`src/synth_cfg_pkg.sv`:
```
// constants for the tuner synthesizer and test configuration registers
package synth_cfg_pkg;
	// register addresses on the serial control port
	localparam logic [7:0] TEST_CONFIG_ADDR  = 8'h00;
	localparam logic [7:0] SYNTH_PUMP_ADDR   = 8'h01;
	localparam logic [7:0] OSC_SELECT_ADDR   = 8'h02;
	// values after reset
	localparam logic [7:0] TEST_CONFIG_RST   = 8'h10;
	localparam logic [7:0] SYNTH_PUMP_RST    = 8'hF1;
	localparam logic [7:0] OSC_SELECT_RST    = 8'hD8;
	// test_config fields
	localparam int TRIM_MSB        = 7;
	localparam int TRIM_LSB        = 5;
	localparam int TRIM_SRC_BIT    = 4;
	localparam int MIXER_OFF_BIT   = 3;
	localparam int DIAG_MSB        = 2;
	localparam int DIAG_LSB        = 0;
	// synth_pump_config fields
	localparam int PUMP_CUR_MSB    = 7;
	localparam int PUMP_CUR_LSB    = 6;
	localparam int PUMP_AUTO_BIT   = 5;
	localparam int PREBIAS_EN_BIT  = 4;
	localparam int REF_PB_TIME_BIT = 3;
	localparam int OSC_PB_TIME_BIT = 2;
	localparam int PUMP_ON_BIT     = 1;
	localparam int AUTO_BAND_BIT   = 0;
	// oscillator_select fields
	localparam int OSC_MSB         = 7;
	localparam int OSC_LSB         = 6;
	localparam int SUB_MSB         = 5;
	localparam int SUB_LSB         = 3;
	localparam int ADC_HOLD_BIT    = 2;
	localparam int ADC_READ_BIT    = 1;
	localparam int RAMP_CUR_BIT    = 0;
	// status byte-1 fields
	localparam int STAT_PUMP_MSB   = 4;
	localparam int STAT_PUMP_LSB   = 3;
	localparam int STAT_OK_BIT     = 1;
	localparam int STAT_IDLE_BIT   = 0;
	// diagnostic codes
	localparam logic [2:0] DIAG_NORMAL  = 3'h0;
	localparam logic [2:0] DIAG_SOURCE  = 3'h1;
	localparam logic [2:0] DIAG_SINK    = 3'h2;
	localparam logic [2:0] DIAG_HIZ     = 3'h3;
	localparam logic [2:0] DIAG_DETECT  = 3'h4;
	localparam logic [2:0] DIAG_FB_DIV  = 3'h5;
	localparam logic [2:0] DIAG_REF_DIV = 3'h6;
	localparam logic [2:0] DIAG_LO      = 3'h7;
	// timing
	localparam int CLK_PERIOD_NS   = 10;
	localparam int REF_PB_SHORT_NS = 280;
	localparam int REF_PB_LONG_NS  = 650;
	localparam int OSC_PB_SHORT_NS = 500;
	localparam int OSC_PB_LONG_NS  = 1000;
	localparam int REF_PB_SHORT_CYC = (REF_PB_SHORT_NS + CLK_PERIOD_NS - 1) / CLK_PERIOD_NS;
	localparam int REF_PB_LONG_CYC  = (REF_PB_LONG_NS + CLK_PERIOD_NS - 1) / CLK_PERIOD_NS;
	localparam int OSC_PB_SHORT_CYC = (OSC_PB_SHORT_NS + CLK_PERIOD_NS - 1) / CLK_PERIOD_NS;
	localparam int OSC_PB_LONG_CYC  = (OSC_PB_LONG_NS + CLK_PERIOD_NS - 1) / CLK_PERIOD_NS;
	localparam int SETTLE_CYC       = 16;
	// tuning-voltage adc window edges
	localparam logic [2:0] ADC_LOW  = 3'h0;
	localparam logic [2:0] ADC_HIGH = 3'h7;
endpackage

```
`src/band_search_if.sv`:
```
// carrier between the register bank and the band search engine
`timescale 1ns/10ps
interface band_search_if;
	logic       start;
	logic       abort;
	logic [1:0] start_osc;
	logic [2:0] start_sub;
	logic [2:0] adc_code;
	logic [1:0] osc;
	logic [2:0] sub;
	logic       reading;
	logic       idle;
	logic       ok;
	modport ctrl (output start, output abort, output start_osc, output start_sub,
		output adc_code, input osc, input sub, input reading, input idle, input ok);
	modport search (input start, input abort, input start_osc, input start_sub,
		input adc_code, output osc, output sub, output reading, output idle, output ok);
endinterface

```
`src/band_search.sv`:
```
// oscillator and sub-band autoselect engine
`timescale 1ns/10ps
module band_search (
	input  wire logic      ref_clk,
	input  wire logic      rst_b,
	band_search_if.search  bus
);
	typedef enum logic [2:0] {S_IDLE, S_SETTLE, S_CHECK, S_DONE, S_FAIL} search_e;
	search_e    state_reg, state_next;
	logic [1:0] osc_reg, osc_next;
	logic [2:0] sub_reg, sub_next;
	logic [4:0] wait_reg, wait_next;

	// step sub-band up or down on an out-of-window reading, fail past the last band of the last oscillator or the first band of the first
	always_comb begin
		state_next = state_reg;
		osc_next   = osc_reg;
		sub_next   = sub_reg;
		wait_next  = wait_reg;
		if (bus.abort) begin
			state_next = S_IDLE;
		end else if (bus.start) begin
			state_next = S_SETTLE;
			osc_next   = bus.start_osc;
			sub_next   = bus.start_sub;
			wait_next  = 5'(synth_cfg_pkg::SETTLE_CYC);
		end else begin
			case (state_reg)
				S_SETTLE: begin
					wait_next = wait_reg - 5'h01;
					if (wait_reg == 5'h01) begin
						state_next = S_CHECK;
					end
				end
				S_CHECK: begin
					wait_next = 5'(synth_cfg_pkg::SETTLE_CYC);
					state_next = S_SETTLE;
					if (bus.adc_code == synth_cfg_pkg::ADC_HIGH) begin
						if (sub_reg != 3'h7) begin
							sub_next = sub_reg + 3'h1;
						end else if (osc_reg != 2'h3) begin
							osc_next = osc_reg + 2'h1;
							sub_next = 3'h0;
						end else begin
							state_next = S_FAIL;
						end
					end else if (bus.adc_code == synth_cfg_pkg::ADC_LOW) begin
						if (sub_reg != 3'h0) begin
							sub_next = sub_reg - 3'h1;
						end else if (osc_reg != 2'h0) begin
							osc_next = osc_reg - 2'h1;
							sub_next = 3'h7;
						end else begin
							state_next = S_FAIL;
						end
					end else begin
						state_next = S_DONE;
					end
				end
				S_IDLE, S_DONE, S_FAIL: begin
					state_next = state_reg;
				end
				default: begin
					state_next = S_IDLE;
				end
			endcase
		end
	end

	always_ff @(posedge ref_clk or negedge rst_b) begin
		if (!rst_b) begin
			state_reg <= S_IDLE;
			osc_reg   <= 2'h0;
			sub_reg   <= 3'h0;
			wait_reg  <= 5'h00;
		end else begin
			state_reg <= state_next;
			osc_reg   <= osc_next;
			sub_reg   <= sub_next;
			wait_reg  <= wait_next;
		end
	end

	// status toward the register bank
	assign bus.osc     = osc_reg;
	assign bus.sub     = sub_reg;
	assign bus.reading = (state_reg == S_CHECK);
	assign bus.idle    = (state_reg == S_IDLE) || (state_reg == S_DONE) || (state_reg == S_FAIL);
	assign bus.ok      = (state_reg == S_DONE);

	a_search_start: assert property (@(posedge ref_clk) disable iff (!rst_b)
		bus.start && !bus.abort |=> !bus.idle && osc_reg == $past(bus.start_osc))
		else $error("search did not start from written oscillator");
endmodule // band_search

```
`src/prebias_timer.sv`:
```
// one-shot prebias window with two selectable lengths
`timescale 1ns/10ps
module prebias_timer #(
	parameter int SHORT_CYC = 28,
	parameter int LONG_CYC  = 65
) (
	input  wire logic ref_clk,
	input  wire logic rst_b,
	input  wire logic enable,
	input  wire logic trigger,
	input  wire logic long_sel,
	output logic      active
);
	logic [7:0] cnt_reg;
	logic [7:0] cnt_next;

	// load on trigger, count down, disable kills the window
	always_comb begin
		cnt_next = cnt_reg;
		if (!enable) begin
			cnt_next = 8'h00;
		end else if (trigger && cnt_reg == 8'h00) begin
			cnt_next = long_sel ? 8'(LONG_CYC) : 8'(SHORT_CYC);
		end else if (cnt_reg != 8'h00) begin
			cnt_next = cnt_reg - 8'h01;
		end
	end

	always_ff @(posedge ref_clk or negedge rst_b) begin
		if (!rst_b) begin
			cnt_reg <= 8'h00;
		end else begin
			cnt_reg <= cnt_next;
		end
	end

	assign active = (cnt_reg != 8'h00);

	a_prebias_off: assert property (@(posedge ref_clk) disable iff (!rst_b) !enable |=> !active)
		else $error("prebias active while disabled");
	a_prebias_start: assert property (@(posedge ref_clk) disable iff (!rst_b)
		enable && trigger && !active && !long_sel |=> cnt_reg == 8'(SHORT_CYC))
		else $error("prebias short window length wrong");
endmodule // prebias_timer

```
`src/tuner_synth_test_config_regs.sv`:
```
// write-only test, synthesizer and oscillator configuration registers of the tuner
// How it works
// - trim field bits 7:5 scale filter center from 0.75 to 1.32 of 571kHz
// - test bit 4 picks factory trim when 1, manual trim field when 0
// - test bit 3 set disables the quadrature mixers for filter tuning
// - diagnostic 000 normal; 001 source, 010 sink, 011 pump high impedance
// - code 100 routes detector rms; 101/110/111 put dividers or LO on test pin
// - synth bits 7:6 pick pump current 1.5, 2, 2.5 or 3 mA
// - synth bit 5 clear means manual pump current, set means chosen from adc
// - synth bit 4 enables the charge-pump prebias function
// - synth bit 3 sets reference prebias on-time, 280ns or 650ns
// - synth bit 2 sets oscillator prebias on-time, 500ns or 1000ns
// - synth bit 1 sets pump on-time, 2.5ns or 5ns
// - synth bit 0 enables autoselect; clear uses manual oscillator and sub-band
// - oscillator bits 7:6 pick oscillator manually and seed autoselect
// - oscillator bits 5:3 pick sub-band manually and seed autoselect
// - oscillator bit 2 latches tuning adc while autoselect is off
// - oscillator bit 1 enables tuning adc read while autoselect is off
// - oscillator bit 0 picks 1 or 2 microamp autoselect ramp current
// - status byte bits 4:3 show pump current in use
// - status bit 1 autoselect success, bit 0 low while autoselect active
`timescale 1ns/10ps
module tuner_synth_test_config_regs (
	input  wire logic       ref_clk,
	input  wire logic       rst_b,
	input  wire logic       wr_en,
	input  wire logic [7:0] wr_addr,
	input  wire logic [7:0] wr_data,
	input  wire logic [2:0] factory_trim,
	input  wire logic [2:0] tune_adc_code,
	input  wire logic       ref_div_pulse,
	input  wire logic       fb_div_pulse,
	input  wire logic       fb_div_out,
	input  wire logic       ref_div_out,
	input  wire logic       lo_out,
	output logic [2:0]      filter_center_trim,
	output logic            filter_trim_source,
	output logic            mixer_off,
	output logic            pump_force_source,
	output logic            pump_force_sink,
	output logic            pump_force_hiz,
	output logic            power_detect_pin,
	output logic            test_pin,
	output logic [1:0]      pump_current_sel,
	output logic            pump_on_time_sel,
	output logic            prebias_ref_on,
	output logic            prebias_osc_on,
	output logic [1:0]      oscillator_sel,
	output logic [2:0]      sub_band_sel,
	output logic            tune_adc_hold,
	output logic            tune_adc_read_en,
	output logic            auto_select_ramp_current,
	output logic [7:0]      status_byte1
);
	logic [7:0] test_config_reg, test_config_next;
	logic [7:0] synth_pump_config_reg, synth_pump_config_next;
	logic [7:0] oscillator_select_reg, oscillator_select_next;
	logic [7:0] out_reg, out_next;
	logic [2:0] trim_reg, trim_next;
	logic [1:0] pump_reg, pump_next;
	logic [1:0] osc_reg, osc_next;
	logic [2:0] sub_reg, sub_next;
	logic       start_reg, start_next;
	logic       wr_test, wr_synth, wr_osc;
	logic       auto_band, pump_auto;
	logic [2:0] diag;

	band_search_if band_bus ();

	// address decode of completed serial writes
	assign wr_test  = wr_en && (wr_addr == synth_cfg_pkg::TEST_CONFIG_ADDR);
	assign wr_synth = wr_en && (wr_addr == synth_cfg_pkg::SYNTH_PUMP_ADDR);
	assign wr_osc   = wr_en && (wr_addr == synth_cfg_pkg::OSC_SELECT_ADDR);

	// register storage, only the addressed byte changes
	always_comb begin
		test_config_next       = wr_test  ? wr_data : test_config_reg;
		synth_pump_config_next = wr_synth ? wr_data : synth_pump_config_reg;
		oscillator_select_next = wr_osc   ? wr_data : oscillator_select_reg;
	end

	always_ff @(posedge ref_clk or negedge rst_b) begin
		if (!rst_b) begin
			test_config_reg       <= synth_cfg_pkg::TEST_CONFIG_RST;
			synth_pump_config_reg <= synth_cfg_pkg::SYNTH_PUMP_RST;
			oscillator_select_reg <= synth_cfg_pkg::OSC_SELECT_RST;
		end else begin
			test_config_reg       <= test_config_next;
			synth_pump_config_reg <= synth_pump_config_next;
			oscillator_select_reg <= oscillator_select_next;
		end
	end

	assign auto_band = synth_pump_config_reg[synth_cfg_pkg::AUTO_BAND_BIT];
	assign pump_auto = synth_pump_config_reg[synth_cfg_pkg::PUMP_AUTO_BIT];
	assign diag      = test_config_reg[synth_cfg_pkg::DIAG_MSB:synth_cfg_pkg::DIAG_LSB];

	// autoselect launch on any synth or oscillator write with autoselect on
	assign start_next          = (wr_synth && wr_data[synth_cfg_pkg::AUTO_BAND_BIT])
		|| (wr_osc && auto_band);
	assign band_bus.start      = start_reg;
	assign band_bus.abort      = !auto_band;
	assign band_bus.start_osc  = oscillator_select_reg[synth_cfg_pkg::OSC_MSB:synth_cfg_pkg::OSC_LSB];
	assign band_bus.start_sub  = oscillator_select_reg[synth_cfg_pkg::SUB_MSB:synth_cfg_pkg::SUB_LSB];
	assign band_bus.adc_code   = tune_adc_code;

	band_search u_search (
		.ref_clk (ref_clk),
		.rst_b   (rst_b),
		.bus     (band_bus.search)
	);

	// operating values derived from the fields
	always_comb begin
		trim_next = test_config_reg[synth_cfg_pkg::TRIM_SRC_BIT] ? factory_trim
			: test_config_reg[synth_cfg_pkg::TRIM_MSB:synth_cfg_pkg::TRIM_LSB];
		pump_next = pump_auto ? tune_adc_code[2:1]
			: synth_pump_config_reg[synth_cfg_pkg::PUMP_CUR_MSB:synth_cfg_pkg::PUMP_CUR_LSB];
		osc_next  = auto_band ? band_bus.osc
			: oscillator_select_reg[synth_cfg_pkg::OSC_MSB:synth_cfg_pkg::OSC_LSB];
		sub_next  = auto_band ? band_bus.sub
			: oscillator_select_reg[synth_cfg_pkg::SUB_MSB:synth_cfg_pkg::SUB_LSB];
	end

	// diagnostic decode into registered pin controls
	always_comb begin
		out_next = 8'h00;
		out_next[0] = test_config_reg[synth_cfg_pkg::MIXER_OFF_BIT];
		case (diag)
			synth_cfg_pkg::DIAG_NORMAL:  out_next[7:1] = 7'h00;
			synth_cfg_pkg::DIAG_SOURCE:  out_next[1] = 1'b1;
			synth_cfg_pkg::DIAG_SINK:    out_next[2] = 1'b1;
			synth_cfg_pkg::DIAG_HIZ:     out_next[3] = 1'b1;
			synth_cfg_pkg::DIAG_DETECT:  out_next[4] = 1'b1;
			synth_cfg_pkg::DIAG_FB_DIV:  out_next[5] = fb_div_out;
			synth_cfg_pkg::DIAG_REF_DIV: out_next[5] = ref_div_out;
			synth_cfg_pkg::DIAG_LO:      out_next[5] = lo_out;
			default:                     out_next[7:1] = 7'h00;
		endcase
		out_next[6] = test_config_reg[synth_cfg_pkg::TRIM_SRC_BIT];
	end

	always_ff @(posedge ref_clk or negedge rst_b) begin
		if (!rst_b) begin
			out_reg   <= 8'h40;
			trim_reg  <= 3'h0;
			pump_reg  <= 2'h3;
			osc_reg   <= 2'h3;
			sub_reg   <= 3'h3;
			start_reg <= 1'b0;
		end else begin
			out_reg   <= out_next;
			trim_reg  <= trim_next;
			pump_reg  <= pump_next;
			osc_reg   <= osc_next;
			sub_reg   <= sub_next;
			start_reg <= start_next;
		end
	end

	// prebias windows launched by divider edges
	prebias_timer #(
		.SHORT_CYC (synth_cfg_pkg::REF_PB_SHORT_CYC),
		.LONG_CYC  (synth_cfg_pkg::REF_PB_LONG_CYC)
	) u_ref_prebias (
		.ref_clk  (ref_clk),
		.rst_b    (rst_b),
		.enable   (synth_pump_config_reg[synth_cfg_pkg::PREBIAS_EN_BIT]),
		.trigger  (ref_div_pulse),
		.long_sel (synth_pump_config_reg[synth_cfg_pkg::REF_PB_TIME_BIT]),
		.active   (prebias_ref_on)
	);

	prebias_timer #(
		.SHORT_CYC (synth_cfg_pkg::OSC_PB_SHORT_CYC),
		.LONG_CYC  (synth_cfg_pkg::OSC_PB_LONG_CYC)
	) u_osc_prebias (
		.ref_clk  (ref_clk),
		.rst_b    (rst_b),
		.enable   (synth_pump_config_reg[synth_cfg_pkg::PREBIAS_EN_BIT]),
		.trigger  (fb_div_pulse),
		.long_sel (synth_pump_config_reg[synth_cfg_pkg::OSC_PB_TIME_BIT]),
		.active   (prebias_osc_on)
	);

	// pin level outputs
	assign filter_center_trim       = trim_reg;
	assign filter_trim_source       = out_reg[6];
	assign mixer_off                = out_reg[0];
	assign pump_force_source        = out_reg[1];
	assign pump_force_sink          = out_reg[2];
	assign pump_force_hiz           = out_reg[3];
	assign power_detect_pin         = out_reg[4];
	assign test_pin                 = out_reg[5];
	assign pump_current_sel         = pump_reg;
	assign pump_on_time_sel         = synth_pump_config_reg[synth_cfg_pkg::PUMP_ON_BIT];
	assign oscillator_sel           = osc_reg;
	assign sub_band_sel             = sub_reg;
	assign auto_select_ramp_current = oscillator_select_reg[synth_cfg_pkg::RAMP_CUR_BIT];
	// adc controls belong to the search engine while autoselect runs
	assign tune_adc_hold    = auto_band ? 1'b0
		: oscillator_select_reg[synth_cfg_pkg::ADC_HOLD_BIT];
	assign tune_adc_read_en = auto_band ? band_bus.reading
		: oscillator_select_reg[synth_cfg_pkg::ADC_READ_BIT];

	// status byte: pump current in use, search result and activity
	always_comb begin
		status_byte1 = 8'h00;
		status_byte1[synth_cfg_pkg::STAT_PUMP_MSB:synth_cfg_pkg::STAT_PUMP_LSB] = pump_reg;
		status_byte1[synth_cfg_pkg::STAT_OK_BIT]   = band_bus.ok;
		status_byte1[synth_cfg_pkg::STAT_IDLE_BIT] = band_bus.idle;
	end

	// filter trim, trim source and mixer disable
	a_trim_manual: assert property (@(posedge ref_clk) disable iff (!rst_b)
		wr_test && !wr_data[4] ##1 !wr_en |=> filter_center_trim == $past(wr_data[7:5], 2))
		else $error("manual filter trim not applied");
	a_trim_factory: assert property (@(posedge ref_clk) disable iff (!rst_b)
		test_config_reg[4] |=> filter_center_trim == $past(factory_trim))
		else $error("factory trim not selected");
	a_trim_source: assert property (@(posedge ref_clk) disable iff (!rst_b)
		wr_test |=> ##1 filter_trim_source == $past(wr_data[4], 2))
		else $error("trim source does not follow write");
	a_mixer_off: assert property (@(posedge ref_clk) disable iff (!rst_b)
		wr_test |=> ##1 mixer_off == $past(wr_data[3], 2))
		else $error("mixer disable does not follow write");

	// diagnostic routing, one pin action per code other than normal
	a_diag_normal: assert property (@(posedge ref_clk) disable iff (!rst_b)
		diag == 3'h0 |=> !pump_force_source && !pump_force_sink && !pump_force_hiz)
		else $error("pump forced in normal operation");
	a_diag_source: assert property (@(posedge ref_clk) disable iff (!rst_b)
		diag == 3'h1 |=> pump_force_source && !pump_force_sink && !pump_force_hiz)
		else $error("pump source not forced");
	a_diag_sink: assert property (@(posedge ref_clk) disable iff (!rst_b)
		diag == 3'h2 |=> pump_force_sink && !pump_force_source && !pump_force_hiz)
		else $error("pump sink not forced");
	a_diag_hiz: assert property (@(posedge ref_clk) disable iff (!rst_b)
		diag == 3'h3 |=> pump_force_hiz && !pump_force_source && !pump_force_sink)
		else $error("pump not high impedance for code 3");
	a_diag_detect: assert property (@(posedge ref_clk) disable iff (!rst_b)
		diag == 3'h4 |=> power_detect_pin && !test_pin && !pump_force_hiz)
		else $error("detector not routed");
	a_diag_feedback: assert property (@(posedge ref_clk) disable iff (!rst_b)
		diag == 3'h5 |=> test_pin == $past(fb_div_out) && !power_detect_pin)
		else $error("feedback divider not routed to test pin");
	a_diag_reference: assert property (@(posedge ref_clk) disable iff (!rst_b)
		diag == 3'h6 |=> test_pin == $past(ref_div_out) && !power_detect_pin)
		else $error("reference divider not routed to test pin");
	a_diag_lo: assert property (@(posedge ref_clk) disable iff (!rst_b)
		diag == 3'h7 |=> test_pin == $past(lo_out) && !power_detect_pin)
		else $error("oscillator not routed to test pin");

	// pump current and on-time
	a_pump_manual: assert property (@(posedge ref_clk) disable iff (!rst_b)
		!pump_auto |=> pump_current_sel == $past(synth_pump_config_reg[7:6]))
		else $error("manual pump current not used");
	a_pump_auto: assert property (@(posedge ref_clk) disable iff (!rst_b)
		pump_auto |=> pump_current_sel == $past(tune_adc_code[2:1]))
		else $error("auto pump current not used");
	a_on_time: assert property (@(posedge ref_clk) disable iff (!rst_b)
		wr_synth |=> pump_on_time_sel == $past(wr_data[1]))
		else $error("pump on-time select does not follow write");

	// oscillator choice and adc controls
	a_manual_band: assert property (@(posedge ref_clk) disable iff (!rst_b)
		!auto_band |=> oscillator_sel == $past(oscillator_select_reg[7:6])
			&& sub_band_sel == $past(oscillator_select_reg[5:3]))
		else $error("manual oscillator choice not used");
	a_auto_band: assert property (@(posedge ref_clk) disable iff (!rst_b)
		auto_band |=> oscillator_sel == $past(band_bus.osc)
			&& sub_band_sel == $past(band_bus.sub))
		else $error("search choice not used");
	a_adc_gate: assert property (@(posedge ref_clk) disable iff (!rst_b)
		auto_band |-> !tune_adc_hold)
		else $error("adc hold active during autoselect");
	a_adc_hold: assert property (@(posedge ref_clk) disable iff (!rst_b)
		wr_osc && !auto_band |=> tune_adc_hold == $past(wr_data[2]))
		else $error("adc hold does not follow write");
	a_adc_read: assert property (@(posedge ref_clk) disable iff (!rst_b)
		wr_osc && !auto_band |=> tune_adc_read_en == $past(wr_data[1]))
		else $error("adc read enable does not follow write");
	a_ramp_current: assert property (@(posedge ref_clk) disable iff (!rst_b)
		wr_osc |=> auto_select_ramp_current == $past(wr_data[0]))
		else $error("ramp current select does not follow write");

	// search status and write isolation
	a_status_idle: assert property (@(posedge ref_clk) disable iff (!rst_b)
		start_reg && auto_band |=> !status_byte1[0] && status_byte1[4:3] == pump_current_sel)
		else $error("status does not show active search");
	a_search_launch: assert property (@(posedge ref_clk) disable iff (!rst_b)
		wr_synth && wr_data[0] ##1 auto_band |=> !status_byte1[0])
		else $error("autoselect not launched by write");
	a_abort_idle: assert property (@(posedge ref_clk) disable iff (!rst_b)
		!auto_band |=> status_byte1[0] && !status_byte1[1])
		else $error("status not idle with autoselect off");
	a_unmapped_write: assert property (@(posedge ref_clk) disable iff (!rst_b)
		wr_en && wr_addr > 8'h02 |=> test_config_reg == $past(test_config_reg)
			&& synth_pump_config_reg == $past(synth_pump_config_reg))
		else $error("unmapped write changed a register");
endmodule // tuner_synth_test_config_regs
```
`config.mk`:
```
export PLATFORM = sky130hd
export DESIGN_NAME = tuner_synth_test_config_regs
export DESIGN_NICKNAME = d
export VERILOG_FILES = /design/src/synth_cfg_pkg.sv /design/src/band_search_if.sv /design/src/band_search.sv /design/src/prebias_timer.sv /design/src/tuner_synth_test_config_regs.sv
export SDC_FILE = /design/constraint.sdc
export NUM_CORES = 1
export LEC_CHECK = 0
export BUFFER_PORTS_ARGS = -buffer_cell sky130_fd_sc_hd__buf_2
export CAP_MARGIN = 20
export CELL_PAD_IN_SITES_DETAIL_PLACEMENT = 0
export CELL_PAD_IN_SITES_GLOBAL_PLACEMENT = 2
export CORE_ASPECT_RATIO = 1.25
export CORE_MARGIN = 2
export CORE_UTILIZATION = 39
export DETAILED_ROUTE_END_ITERATION = 10
export GPL_TIMING_DRIVEN = 0
export PLACE_DENSITY = 0.95
export SYNTH_ARGS = -nofsm -noshare
export SYNTH_HDL_FRONTEND = slang
export SYNTH_SLANG_ARGS = --single-unit
```
`constraint.sdc`:
```
create_clock -name ref_clk -period 5.1 [get_ports ref_clk]
set_clock_uncertainty 0.05 [all_clocks]
set_input_delay 1.02 -clock ref_clk [delete_from_list [all_inputs] [get_ports ref_clk]]
set_output_delay 1.02 -clock ref_clk [all_outputs]
set_load 0.02 [all_outputs]
```
==> metrics, run 1 <==
port buffer count=56; via count of the first global-routing pass=2464; CP max-delay cell=or4b_4; initial drt markers=83; WHS=340 ps; Synth top area share=38.6%; clk slew on worst S/H paths=80 ps; Mapped Area=3500 um^2; post-cts hold buffer count=0; Syn Area/Cell=11.3 um^2; first-pass GRT wire length=12000 um; yosys warns=0; Leakage=0.00208 uW; site row count=38; Largest stage delay, worst path=530 ps; Synth area leader=dfrtp_1; Seq/Total Area, Yosys=51.4%; Fillers=821; Root Buffer=clkbuf_8; CP Max Fanout=6; RR Startpoint=u_ref_prebias.cnt_reg[1]; fin crit period=3200 ps; Place WS=2270 ps; worst hold endpoint=out_reg[0]; #FFs+latches synth=71; Post-CTS Resized=0; Buf/Inv on CP=3; most numerous cell in the Yosys netlist=dfrtp_1; Final HPWL DP=5130 um; DRT Wirelength=7000 um; final max-slew violation count=0; outcome=finished clean; TritonCTS clock tree=done; slew margin rel.=42.9%; area grow syn2layout=19.1%; sequential cell area=1800 um^2; min-delay src=test_config_reg[3]; most instantiated cells after synthesis=dfrtp_1 (54), mux2_2 (37), nand2_1 (24); Die X=88.7 um; Worst-Margin Slew=857 ps; antenna violations before repair=0; Hold Path Depth=0; CP endpoint kind=primary output; worst ir drop on vdd=177 uV; Residual DRC=0; vias per cell=5.00; Max Freq=312 MHz; placer congestion estimate=0.803; r2r endpoint=u_ref_prebias.cnt_reg[2]; # setup viols final=0; DR pass1 iterations=4; later-pin clock latency in the skew report=350 ps; area of the multi-input gates=1560 um^2; post-DR wirelength/cell=13.9 um; deepest clock path buffer count=2; critical path class=register to primary output; CP top delay family=simple AND/OR/NAND/NOR gates; Yosys cell types=58; Final ANT Viol Nets=0; layout cell share with drive strength beyond 1=38.7%; diode count=0; Clock Sinks=71; total congestion overflow=0; Final Instance Area=4160 um^2; Final Cycle Share=62.8%; unrepaired setup endpoints after global routing=no; Most used DFF post-synth=dfrtp_1; Worst Path Arrival=2130 ps; Fin. Hold Viols=0; H-tree depth=3; Die ar.=9740 um^2; Post-synth EDFFs=0; Core Region=8700 um^2; # IOs=61; Final TNS setup=0 ps; CP Launch Type=register; Die Height=110 um; R2R Setup Slk=2910 ps; initial core utilization=40.2%; Post-Syn Instances=310; Cell Area, Placed=3940 um^2; power per cell area=313 nW/um^2; via count=2524; Setup Fix Bufs, Post-CTS=0; largest net degree at the start of global routing=72; Required @ worst endpoint=4030 ps; asr flop ratio synth=100%; Synth area leaders=dfrtp_1 (39%), dfstp_2 (13%), mux2_2 (12%), ha_1 (3.2%), nand2_1 (2.6%); Levels on crit path=6; FF-to-FF path depth=7; CTS buffer count=9; Hold WC Path Type=register to register; crit-path cells=inv_1 -> ha_1 -> or4b_4 -> nor4_4 -> inv_1 -> buf_2; final setup margin=1900 ps; max-cap violations=0; CP dominant cell by count=inv_1; Tot GR Track Use=16.4%; Nets=419
where the power goes:
group          switching (uW)  internal [uW]
registers                29.5            602
clock network             209            289
logic                    98.5           76.6
metal layers:
layer / wire length, um / vias to the layer above / part of all wire, % / track usage [%]
met3: 316 / 13 / 4.5 / 4.13
met2: 3390 / 58 / 48 / 25.6
met1: 3100 / 1226 / 44 / 20.9
met4: 192 / 0 / 2.7 / 8.77
li1: - / 1227 / - / -
met5: 0 / - / 0 / 0
how the worst max path moves through the flow:
stage                                         from                  to
after detailed placement                wr_addr[5]  test_config_reg[3]
after floorplan                         wr_addr[5]  test_config_reg[0]
final                     u_ref_prebias.cnt_reg[1]      prebias_ref_on
after global routing      u_ref_prebias.cnt_reg[1]      prebias_ref_on
after CTS                 u_ref_prebias.cnt_reg[1]      prebias_ref_on
after global placement    u_ref_prebias.cnt_reg[0]      prebias_ref_on
placed cells by master, fill, tap and decap left out, types with 2 or more instances in the layout:
cell,instances
a211oi_1,2
a21oi_1,15
and3_1,5
buf_2,57
buf_4,10
bufinv_16,2
clkbuf_1,5
clkbuf_8,10
conb_1,4
dfrtp_1,54
dfstp_2,17
ha_1,9
inv_1,15
mux2_2,37
mux2i_1,3
nand2_1,24
nand2b_1,3
nand3_1,2
nor2_1,18
nor2b_1,3
nor3_1,6
nor3b_1,8
nor4_1,3
o21a_1,4
o21ai_0,12
o22ai_1,4
o31ai_1,3
or2_2,2
or3_1,4
or3_4,2
or4_1,3
xnor2_1,6
xor2_1,3
cells by family after synthesis:
logic type / after synthesis / share of synthesized area [%]
xor gates and xnor gates: 9 / 2.25
other: 1 / 0.107
adders and majority gates: 9 / 3.22
and+or+nand+nor: 97 / 16.2
AOI/OAI and AO/OA: 53 / 9.80
buffers and inverters: 30 / 4.26
DFF: 71 / 51.4
muxes: 40 / 12.8
stage by stage:
stage | total power [uW] | std cells | utilization [%]
after detailed placement | 819 | 489 | 45.3
after global routing | 1370 | 505 | 47.9
after CTS | 1320 | 505 | 47.9
final | 1300 | 505 | 47.9
after global placement | 812 | 489 | 45.3
after floorplan | 754 | 313 | -
cell type report:
type	count	area share, %
Buffer	15	2.22
Clock buffer	11	3.40
Clock inverter	5	1.95
Inverter	15	1.35
Multi-Input combinational cell	212	37.5
Sequential cell	71	43.2
Tap cell	120	3.61
Timing Repair Buffer	56	6.79
Note: power is estimated with default switching activity, not from simulation.
==> run 2, diff against run 1 <==
ABC_AREA = 1   (was default)
CORE_UTILIZATION = 29   (was 39)
PLACE_DENSITY = 0.86   (was 0.95)
clock period = 2.7 ns   (was 5.1 ns; I/O delays follow)
==> run 2 against run 1 <==
Effect of this change: count of clock-buffer cells in the layout did not move; worst hold slack got worse by 280 ps; routed wire length rose by 21%; critical path type unchanged; critical endpoint unchanged; largest cell class unchanged; largest power group is now the clock network.
==> metrics, run 2 <==
port buffer count=56; total congestion overflow=0; Die ar.=13700 um^2; area grow syn2layout=23.0%; worst ir drop on vdd=252 uV; deepest clock path buffer count=2; Required @ worst endpoint=2110 ps; post-DR wirelength/cell=11.6 um; area of the multi-input gates=1640 um^2; initial core utilization=29.5%; # IOs=61; via count of the first global-routing pass=2932; sequential cell area=1800 um^2; most instantiated cells after synthesis=nand2_1 (156), nand3_1 (66), nor2_1 (60); Clock Sinks=71; Mapped Area=3720 um^2; Seq/Total Area, Yosys=48.4%; final max-slew violation count=0; Final ANT Viol Nets=0; Max Freq=447 MHz; Final Cycle Share=82.9%; Reg power frac=41.7%; Synth top area share=36.4%; unrepaired setup endpoints after global routing=no; Clk network pwr share=46.8%; antenna violations before repair=0; Final HPWL DP=6570 um; Comb power frac=11.5%; Nets=597; CP endpoint kind=primary output; Most used DFF post-synth=dfrtp_1; site row count=46; Die Height=131 um; diode count=0; NetSw=676 uW; Net Sw Frac=24.8%; Final TNS setup=0 ps; Core Region=12600 um^2; CTS buffer count=9; via count=3203; Synth area leaders=dfrtp_1 (36%), nand2_1 (16%), dfstp_2 (12%), nand3_1 (8.9%), nor2_1 (6.1%); Synth area leader=dfrtp_1; Leakage=0.00246 uW; Yosys cell types=31; max-cap violations=0; critical path class=register to primary output; Root Buffer=clkbuf_16; initial drt markers=121; final setup margin=463 ps; commonest non-fill, non-tap cells in the layout=nand2_1 (156), nand3_1 (66), nor2_1 (60); placer congestion estimate=0.830; later-pin clock latency in the skew report=330 ps; layout cell share with drive strength beyond 1=21.3%; Post-CTS Resized=0; Fillers=1355; commonest non-fill, non-tap cell in the layout=nand2_1; Place WS=739 ps; vias per cell=4.38; first-pass GRT wire length=13900 um; DR pass1 iterations=5; Post-synth EDFFs=0; power per cell area=598 nW/um^2; TritonCTS clock tree=done; yosys warns=0; H-tree depth=3; asr flop ratio synth=100%; fin crit period=2240 ps; most numerous cell in the Yosys netlist=nand2_1; Post-Syn Instances=487; Cell Int Power=2060 uW; post-cts hold buffer count=0; CP Max Fanout=6; clk slew on worst S/H paths=60 ps; largest net degree at the start of global routing=51; outcome=finished clean; Die X=105 um; Cell Area, Placed=4250 um^2; Tot GR Track Use=12.8%; Syn Area/Cell=7.63 um^2; Hold WC Path Type=input pin to asynchronous set/reset pin; Worst Path Arrival=1650 ps; Fin. Hold Viols=0; Residual DRC=0; Final Instance Area=4570 um^2; #FFs+latches synth=71; # setup viols final=0; CP Launch Type=register; Setup Fix Bufs, Post-CTS=0; DRT Wirelength=8490 um
[run 2: cell count changes in the layout (fill, tap and decap cells not counted), moves of 9 or more]
cell       previous run  this run
a21oi_1              15         6
clkbuf_16             0         9
clkbuf_8             10         1
inv_1                15        41
mux2_2               37         4
nand2_1              24       156
nand3_1               2        66
nor2_1               18        60
o21ai_1               0         9
[run 2: power by group through the flow]
| stage | Sequential [uW] | Combinational, uW | Clock [uW] |
|---|---|---|---|
| after floorplan | 1170 | 181 | 0 |
| final | 1140 | 313 | 1280 |
| after global routing | 1150 | 357 | 1350 |
| after CTS | 1140 | 318 | 1320 |
| after detailed placement | 1160 | 317 | 0 |
| after global placement | 1160 | 308 | 0 |
[run 2: worst paths after layout]
check	start	endpoint	slack [ps]	cells after the start
min	rst_b	u_search.state_reg[1]	60	1
min in group ref_clk	test_config_reg[3]	out_reg[0]	340	0
max in group asynchronous	rst_b	test_config_reg[4]	1940	2
max reg2reg	u_ref_prebias.cnt_reg[0]	u_ref_prebias.cnt_reg[0]	940	9
max	u_ref_prebias.cnt_reg[0]	prebias_ref_on	460	6
min reg2reg	test_config_reg[3]	out_reg[0]	340	0
[run 2: through the flow]
step / instances / total power, uW / utilization (%) / hold slack [ps]
2_1_floorplan: 490 / 1350 / - / 194
3_3_place_gp: 714 / 1470 / 33.5 / 323
3_5_place_dp: 715 / 1480 / 33.7 / 331
4_1_cts: 731 / 2770 / 36.3 / 55.4
5_1_grt: 731 / 2850 / 36.3 / 72.6
6_report: 731 / 2730 / 36.3 / 56.5
[run 2: cell families (layout without fill, tap and decap cells)]
family / Yosys count / in the layout / share of synthesized area, %
simple gates: 300 / 300 / 34.1
other cells: 1 / 4 / 0.101
buf+inv: 67 / 140 / 7.74
fa+ha+maj: 9 / 9 / 3.03
compound gates: 29 / 29 / 4.04
xor+xnor: 6 / 6 / 1.41
flops: 71 / 71 / 48.4
mux: 4 / 4 / 1.21
[run 2: cell type report]
class	count	area share [%]
Inverter	53	4.35
Timing Repair Buffer	57	6.79
Clock inverter	5	1.78
Buffer	14	1.94
Tap cell	168	4.60
Clock buffer	11	5.31
Sequential cell	71	39.3
Multi-Input combinational cell	352	35.9
[run 2: critical path, stage by stage (launching register included)]
cell and delay [ps]:
dfrtp_1 400, inv_1 100, ha_1 210, nand2_1 120
nor2_2 260, inv_2 60, buf_2 160
[run 2: metal layers]
metal / up-vias / track usage, % / share of wire (%)
met5: - / 0 / 0
li1: 1666 / - / -
met4: 0 / 6.35 / 2.1
met1: 1469 / 16.6 / 46
met2: 57 / 20.6 / 49
met3: 11 / 2.33 / 3.2
